### config.mk
export PLATFORM = sky130hd
export DESIGN_NAME = dtr_top
export DESIGN_NICKNAME = d
export VERILOG_FILES = /design/src/logic/dtr_pkg.sv /design/src/logic/dtr_top.sv
export SDC_FILE = /design/constraint.sdc
export NUM_CORES = 1
export LEC_CHECK = 0
export ABC_AREA = 1
export BUFFER_PORTS_ARGS = -buffer_cell sky130_fd_sc_hd__buf_2
export CAP_MARGIN = 25
export CORE_UTILIZATION = 25
export CTS_CLUSTER_DIAMETER = 50
export DETAILED_ROUTE_END_ITERATION = 8
export PLACE_DENSITY_LB_ADDON = 0.08
export REMOVE_ABC_BUFFERS = 1
export SETUP_SLACK_MARGIN = 0.2
export SYNTH_ARGS = -nofsm -noshare
export SYNTH_HDL_FRONTEND = slang
export SYNTH_HIERARCHICAL = 1
export SYNTH_SLANG_ARGS = --single-unit
### constraint.sdc
create_clock -name aclk -period 1.2 [get_ports aclk]
set_clock_uncertainty 0.2 [all_clocks]
set_input_delay 0.18 -clock aclk [delete_from_list [all_inputs] [get_ports aclk]]
set_output_delay 0.18 -clock aclk [all_outputs]
set_load 0.05 [all_outputs]
### src/logic/dtr_pkg.sv
// constants shared by the d-type register primitives and their bus wrapper
package dtr_pkg;
	// bus geometry
	localparam int         AXI_ADDR_W = 4;
	localparam int         AXI_DATA_W = 32;
	// register byte offsets
	localparam logic [3:0] CTRL_OFFS  = 4'h0;
	localparam logic [3:0] STAT_OFFS  = 4'h4;
	// control register fields
	localparam int         CTRL_W           = 5;
	localparam logic [4:0] CTRL_RESET       = 5'h00;
	localparam int         CTRL_SW_CLEAR    = 0;
	localparam int         CTRL_SW_PRESET   = 1;
	localparam int         CTRL_SRC_SEL     = 2;
	localparam int         CTRL_SW_DATA     = 3;
	localparam int         CTRL_SW_ENABLE   = 4;
	// status register fields
	localparam int         STAT_CLEAR_Q     = 0;
	localparam int         STAT_PRESET_Q    = 1;
	localparam int         STAT_FALL_Q      = 2;
	// bus responses
	localparam logic [1:0] RESP_OKAY        = 2'h0;
	localparam logic [1:0] RESP_SLVERR      = 2'h2;
	// clear_preset_timing values
	localparam bit         TIMING_IMMEDIATE = 1'b0;
	localparam bit         TIMING_CLOCKED   = 1'b1;
	// power-up values
	localparam bit         INIT_CLEAR_REG   = 1'b0;
	localparam bit         INIT_PRESET_REG  = 1'b1;
	localparam bit         INIT_FALL_REG    = 1'b0;
endpackage

### src/logic/dtr_top.sv
// d-type register primitives and an axi4-lite wrapper that exercises them
//
// Local design decisions: the address map and the AXI4-Lite slave port.
`timescale 1ns/1ps
`default_nettype none

// rising edge, enable, active-low clear
module dtr_rise_enable_clear_reg import dtr_pkg::*; #(
	parameter bit INIT                = INIT_CLEAR_REG,
	parameter bit CLEAR_PRESET_TIMING = TIMING_IMMEDIATE
) (
	input  wire logic rising_clock_in,
	input  wire logic enable_in,
	input  wire logic data_in,
	input  wire logic clear_low_in,
	output logic      q
);
	logic q_r = INIT; // power-up value
	logic q_nxt;
	// clear first, then enable; covers both timing modes
	always_comb begin
		if (!clear_low_in)
			q_nxt = 1'b0;
		else if (enable_in)
			q_nxt = data_in;
		else
			q_nxt = q_r;
	end
		if (CLEAR_PRESET_TIMING == TIMING_IMMEDIATE) begin : g_async
			// clear acts without the clock
			always_ff @(posedge rising_clock_in or negedge clear_low_in) begin
				if (!clear_low_in)
					q_r <= 1'b0;
				else
					q_r <= q_nxt;
			end
		end else begin : g_sync
			always_ff @(posedge rising_clock_in) begin
				q_r <= q_nxt;
			end
		end
	assign q = q_r;
endmodule

// rising edge, enable, active-low preset
module dtr_rise_enable_preset_reg import dtr_pkg::*; #(
	parameter bit INIT                = INIT_PRESET_REG,
	parameter bit CLEAR_PRESET_TIMING = TIMING_IMMEDIATE
) (
	input  wire logic rising_clock_in,
	input  wire logic enable_in,
	input  wire logic data_in,
	input  wire logic preset_low_in,
	output logic      q
);
	logic q_r = INIT; // power-up value
	logic q_nxt;
	// preset wins over enable and data
	always_comb begin
		if (!preset_low_in)
			q_nxt = 1'b1;
		else if (enable_in)
			q_nxt = data_in;
		else
			q_nxt = q_r;
	end
		if (CLEAR_PRESET_TIMING == TIMING_IMMEDIATE) begin : g_async
			always_ff @(posedge rising_clock_in or negedge preset_low_in) begin
				if (!preset_low_in)
					q_r <= 1'b1;
				else
					q_r <= q_nxt;
			end
		end else begin : g_sync
			always_ff @(posedge rising_clock_in) begin
				q_r <= q_nxt;
			end
		end
	assign q = q_r;
endmodule

// falling edge, no enable, clear or preset
module dtr_fall_plain_reg import dtr_pkg::*; #(
	parameter bit INIT = INIT_FALL_REG
) (
	input  wire logic falling_clock_in,
	input  wire logic data_in,
	output logic      q
);
	logic q_r = INIT;
	logic q_nxt;
	always_comb begin
		q_nxt = data_in;
	end
	always_ff @(negedge falling_clock_in) begin
		q_r <= q_nxt;
	end
	assign q = q_r;
endmodule

// top: one instance of each variant behind an axi4-lite slave
module dtr_top import dtr_pkg::*; #(
	parameter bit CLEAR_TIMING = TIMING_IMMEDIATE,
	parameter bit PRESET_TIMING = TIMING_IMMEDIATE,
	parameter bit CLEAR_INIT   = INIT_CLEAR_REG,
	parameter bit PRESET_INIT  = INIT_PRESET_REG,
	parameter bit FALL_INIT    = INIT_FALL_REG
) (
	input  wire logic                  aclk,
	input  wire logic                  aresetn,
	input  wire logic                  clk_en,
	input  wire logic                  data_in,
	input  wire logic                  enable_in,
	input  wire logic                  clear_low_in,
	input  wire logic                  preset_low_in,
	output logic                       clear_reg_q,
	output logic                       preset_reg_q,
	output logic                       fall_reg_q,
	input  wire logic [AXI_ADDR_W-1:0] s_axi_awaddr,
	input  wire logic                  s_axi_awvalid,
	output logic                       s_axi_awready,
	input  wire logic [AXI_DATA_W-1:0] s_axi_wdata,
	input  wire logic [3:0]            s_axi_wstrb,
	input  wire logic                  s_axi_wvalid,
	output logic                       s_axi_wready,
	output logic [1:0]                 s_axi_bresp,
	output logic                       s_axi_bvalid,
	input  wire logic                  s_axi_bready,
	input  wire logic [AXI_ADDR_W-1:0] s_axi_araddr,
	input  wire logic                  s_axi_arvalid,
	output logic                       s_axi_arready,
	output logic [AXI_DATA_W-1:0]      s_axi_rdata,
	output logic [1:0]                 s_axi_rresp,
	output logic                       s_axi_rvalid,
	input  wire logic                  s_axi_rready
);
	logic [CTRL_W-1:0]     ctrl_r, ctrl_nxt;
	logic                  aw_held_r, aw_held_nxt;
	logic                  w_held_r, w_held_nxt;
	logic [AXI_ADDR_W-1:0] aw_addr_r, aw_addr_nxt;
	logic [AXI_DATA_W-1:0] w_data_r, w_data_nxt;
	logic                  w_lane0_r, w_lane0_nxt;
	logic                  awready_r, awready_nxt;
	logic                  wready_r, wready_nxt;
	logic                  bvalid_r, bvalid_nxt;
	logic [1:0]            bresp_r, bresp_nxt;
	logic                  arready_r, arready_nxt;
	logic                  rvalid_r, rvalid_nxt;
	logic [1:0]            rresp_r, rresp_nxt;
	logic [AXI_DATA_W-1:0] rdata_r, rdata_nxt;
	logic                  d_eff, en_eff, clr_eff, pre_eff, fall_d;
	// source select for data and enable: fabric pins or software fields; clear and preset take both
	assign d_eff   = ctrl_r[CTRL_SRC_SEL] ? ctrl_r[CTRL_SW_DATA] : data_in;
	assign en_eff  = clk_en & (ctrl_r[CTRL_SRC_SEL] ?
	                 ctrl_r[CTRL_SW_ENABLE] : enable_in);
	assign clr_eff = clear_low_in & ~ctrl_r[CTRL_SW_CLEAR];
	assign pre_eff = preset_low_in & ~ctrl_r[CTRL_SW_PRESET];
	// plain register has no enable, so freezing recirculates its own output
	assign fall_d  = clk_en ? d_eff : fall_reg_q;
	// variants kept apart so each truth table checks alone
	dtr_rise_enable_clear_reg #(
		.INIT                (CLEAR_INIT),
		.CLEAR_PRESET_TIMING (CLEAR_TIMING)
	) u_clear (
		.rising_clock_in (aclk),
		.enable_in       (en_eff),
		.data_in         (d_eff),
		.clear_low_in    (clr_eff),
		.q               (clear_reg_q)
	);
	dtr_rise_enable_preset_reg #(
		.INIT                (PRESET_INIT),
		.CLEAR_PRESET_TIMING (PRESET_TIMING)
	) u_preset (
		.rising_clock_in (aclk),
		.enable_in       (en_eff),
		.data_in         (d_eff),
		.preset_low_in   (pre_eff),
		.q               (preset_reg_q)
	);
	dtr_fall_plain_reg #(
		.INIT (FALL_INIT)
	) u_fall (
		.falling_clock_in (aclk),
		.data_in          (fall_d),
		.q                (fall_reg_q)
	);
	// write path: address and data held separately, either order
	always_comb begin
		ctrl_nxt    = ctrl_r;
		aw_held_nxt = aw_held_r | (s_axi_awvalid & awready_r);
		w_held_nxt  = w_held_r | (s_axi_wvalid & wready_r);
		aw_addr_nxt = (s_axi_awvalid & awready_r) ? s_axi_awaddr : aw_addr_r;
		w_data_nxt  = (s_axi_wvalid & wready_r) ? s_axi_wdata : w_data_r;
		w_lane0_nxt = (s_axi_wvalid & wready_r) ? s_axi_wstrb[0] : w_lane0_r;
		bvalid_nxt  = bvalid_r & ~s_axi_bready;
		bresp_nxt   = bresp_r;
		if (aw_held_r && w_held_r && !bvalid_r) begin
			aw_held_nxt = 1'b0;
			w_held_nxt  = 1'b0;
			bvalid_nxt  = 1'b1;
			bresp_nxt   = RESP_OKAY;
			if (aw_addr_r[AXI_ADDR_W-1:2] == CTRL_OFFS[AXI_ADDR_W-1:2]) begin
				if (w_lane0_r)
					ctrl_nxt = w_data_r[CTRL_W-1:0];
			end else if (aw_addr_r[AXI_ADDR_W-1:2] !=
			             STAT_OFFS[AXI_ADDR_W-1:2]) begin
				bresp_nxt = RESP_SLVERR; // unmapped
			end
		end
		// ready drops while a beat is parked, so the master holds the next
		awready_nxt = ~aw_held_nxt;
		wready_nxt  = ~w_held_nxt;
	end
	// read path: answer one cycle after the address is taken
	always_comb begin
		rvalid_nxt = rvalid_r & ~s_axi_rready;
		rresp_nxt  = rresp_r;
		rdata_nxt  = rdata_r;
		if (s_axi_arvalid && arready_r) begin
			rvalid_nxt = 1'b1;
			rresp_nxt  = RESP_OKAY;
			rdata_nxt  = '0;
			if (s_axi_araddr[AXI_ADDR_W-1:2] == CTRL_OFFS[AXI_ADDR_W-1:2])
				rdata_nxt[CTRL_W-1:0] = ctrl_r;
			else if (s_axi_araddr[AXI_ADDR_W-1:2] ==
			         STAT_OFFS[AXI_ADDR_W-1:2]) begin
				rdata_nxt[STAT_CLEAR_Q]  = clear_reg_q;
				rdata_nxt[STAT_PRESET_Q] = preset_reg_q;
				rdata_nxt[STAT_FALL_Q]   = fall_reg_q;
			end else
				rresp_nxt = RESP_SLVERR;
		end
		arready_nxt = ~rvalid_nxt;
	end
	// bus state; clock enable low stalls the bus as well
	always_ff @(posedge aclk) begin
		if (!aresetn) begin
			ctrl_r    <= CTRL_RESET;
			aw_held_r <= 1'b0;
			w_held_r  <= 1'b0;
			aw_addr_r <= '0;
			w_data_r  <= '0;
			w_lane0_r <= 1'b0;
			awready_r <= 1'b0;
			wready_r  <= 1'b0;
			bvalid_r  <= 1'b0;
			bresp_r   <= RESP_OKAY;
			arready_r <= 1'b0;
			rvalid_r  <= 1'b0;
			rresp_r   <= RESP_OKAY;
			rdata_r   <= '0;
		end else if (clk_en) begin
			ctrl_r    <= ctrl_nxt;
			aw_held_r <= aw_held_nxt;
			w_held_r  <= w_held_nxt;
			aw_addr_r <= aw_addr_nxt;
			w_data_r  <= w_data_nxt;
			w_lane0_r <= w_lane0_nxt;
			awready_r <= awready_nxt;
			wready_r  <= wready_nxt;
			bvalid_r  <= bvalid_nxt;
			bresp_r   <= bresp_nxt;
			arready_r <= arready_nxt;
			rvalid_r  <= rvalid_nxt;
			rresp_r   <= rresp_nxt;
			rdata_r   <= rdata_nxt;
		end
	end
	assign s_axi_awready = awready_r;
	assign s_axi_wready  = wready_r;
	assign s_axi_bvalid  = bvalid_r;
	assign s_axi_bresp   = bresp_r;
	assign s_axi_arready = arready_r;
	assign s_axi_rvalid  = rvalid_r;
	assign s_axi_rresp   = rresp_r;
	assign s_axi_rdata   = rdata_r;

		if (CLEAR_TIMING == TIMING_IMMEDIATE) begin : g_chk_clr_imm

		end else begin : g_chk_clr_sync

		end
		if (PRESET_TIMING == TIMING_IMMEDIATE) begin : g_chk_pre_imm

		end else begin : g_chk_pre_sync

		end
endmodule

`default_nettype wire

==> qor.yml <==
rrSetupSlack_ns: -0.55
area_delta_synth_final_pct: 63.7
synth.most_common_cell: "buf_4"
crit_type: "flop to primary output"
grt_pass1_wl_um: 6020
p_per_area_mw_per_mm2: 1050
core_mm2: 0.00592
r2r_end: "s_axi_rdata[2]"
cts_made_buffers: 5
total_leakage_power_nw: 1.10
hp-class: "input pin to asynchronous set/reset pin"
synth-edff-count: 0
antenna_found_initial: 0
ys_ff_latch: 30
routabilityCongestion: 0.701
grt_pass1_vias: 1263
clock_sinks: 30
die_h_um: 80.1
slowest_delay_ns: 0.33
place_inst: 319
die_area_mm2: 0.00642
yosys.area.top_type: "dfxtp_1"
hpwl_um: 2560
synth_area_leaders: "dfxtp_1 37%, buf_4 15%, a21oi_1 7.2%"
reg2reg_from: "u_fall/q"
synthDistinctLibCells: 22
ant_nets: 0
end_kind: "primary output"
setup_viol_count_final: 8
synth_top_cell_area_share: 0.367
start_util: 0.258
cts_tree: "yes"
clk-insertion-delay-late_ns: 0.34
overflow: 0
status: "complete, but fails checks"
rsz0062_at_grt: "yes"
cts_root_buf: "clkbuf_8"
num_rows: 28
timing.hold.ws_ns: -0.400
slew_viol_final: 0
crit_path_cell_trace: "buf_8"
via_count: 1405
insertedDiodeCount: 0
viasPerCell: 4.06
h-tree-depth: 2
final_util: 0.422
grt_use_total: 0.125
cp.required_ns: 0.82
nets: 326
critical_path.top_delay_family: "flip-flops"
asyncSetResetFlopFracSynth: 0.0667
drv_cap: 0
cp_max_fo: 2
ys_warn_count: 6
synthTopCellsByCount: "30 x buf_4, 28 x dfxtp_1, 26 x inv_1"
stdcell_count: 346
drive_gt1_frac: 0.568
irDropWorstVdd_mv: 0.393
r2r_cells: 5
worst_slack_ns: -0.601
cts.path.max_buffers: 2
dr.pass1.iters: 4
drt_iter0_markers: 25
grt_max_degree: 20
hold_viol_final: 15
port_buffers: 36
violations: "hold timing, setup timing"
tns_ns: -1.62
cp-start-kind: "flop"
clk_pin_slew_worst_paths_ns: 0.07
ioPinCount: 100
syn-instance-count: 198
ys.flop_type: "dfxtp_1"
syn_area_per_cell_um2: 7.71
synth_area_mm2: 0.00153
detail_route.wl_per_cell_um: 10.8
fp.dieW_um: 80.1
routed_wl_um: 3750
cp.arrival_ns: 1.42
total_power_w: 0.00263
drc: 0
slowest_stage: "dfxtp_2"
seq_area_frac_synth: 0.401
path_buf_inv: 1
## worst max-delay path by stage
stage,depth (start not counted),startpoint,slack (ns),end
after floorplan,2,u_fall/q,-0.54,s_axi_rdata[2]
after global placement,1,u_fall/q,-0.34,fall_reg_q
after detailed placement,1,u_fall/q,-0.34,fall_reg_q
after CTS,1,u_fall/q,-0.60,fall_reg_q
after global routing,1,u_fall/q,-0.62,fall_reg_q
final,1,u_fall/q,-0.60,fall_reg_q
## registers in the layout, summed over array words and instances (netlist names), 2 cells and up
| signal | count |
|---|---|
| ctrl_r | 5 |
| aw_addr_r | 2 |
| s_axi_rdata | 5 |
| w_data_r | 5 |
## stage by stage
step	setup WS, ns	area, um2
4_1_cts	-0.595	2270
3_3_place_gp	-0.336	1770
3_5_place_dp	-0.337	1770
6_report	-0.601	2500
5_1_grt	-0.622	2500
2_1_floorplan	-0.537	1380
## report_power, final
| group | total (W) | switching [W] | internal, W |
|---|---|---|---|
| Sequential | 0.00108 | 0.0000391 | 0.00104 |
| Clock | 0.000862 | 0.000403 | 0.000458 |
| Combinational | 0.000688 | 0.000462 | 0.000227 |
## area by class of cell
type | count | area [um2]
Clock buffer | 6 | 82.6
Clock inverter | 3 | 12.5
Fill cell | 625 | 3420
Inverter | 26 | 108
Multi-Input combinational cell | 136 | 901
Sequential cell | 30 | 647
Tap cell | 75 | 93.8
Timing Repair Buffer | 70 | 654
## kinds of logic after synthesis
kind of cell           share of synthesized area
AO/OA/AOI/OAI                              0.138
flip-flops                                 0.401
buffers and inverters                      0.234
AND/OR/NAND/NOR                            0.225
other                                    0.00246
## what timing repair did
action	4_1_cts	5_1_grt
pin swaps	14	13
cloned	1	0
setup buffers	7	11
setup endpoints to repair	45	45
hold endpoints to repair	16	15
resized for setup	123	35
## metal layers
metal,wire length (um),up-vias,global-route usage
li1,-,726,-
met1,1790,627,0.159
met2,1730,46,0.197
met3,195,6,0.0466
met4,42,0,0.0375
met5,0,-,0
## cells in the final DEF (no fill, tap or decap), types with 7 or more instances in the layout
cell	Yosys	routed
conb_1	1	29
inv_1	26	25
buf_2	1	21
a21oi_2	0	18
buf_6	2	17
buf_4	30	17
nand2_1	24	16
nor2_1	15	15
buf_8	0	14
dfxtp_2	0	13
o21ai_2	0	10
dfxtp_1	28	10
nand2_2	2	7
Note: power is estimated with default switching activity, not from simulation.
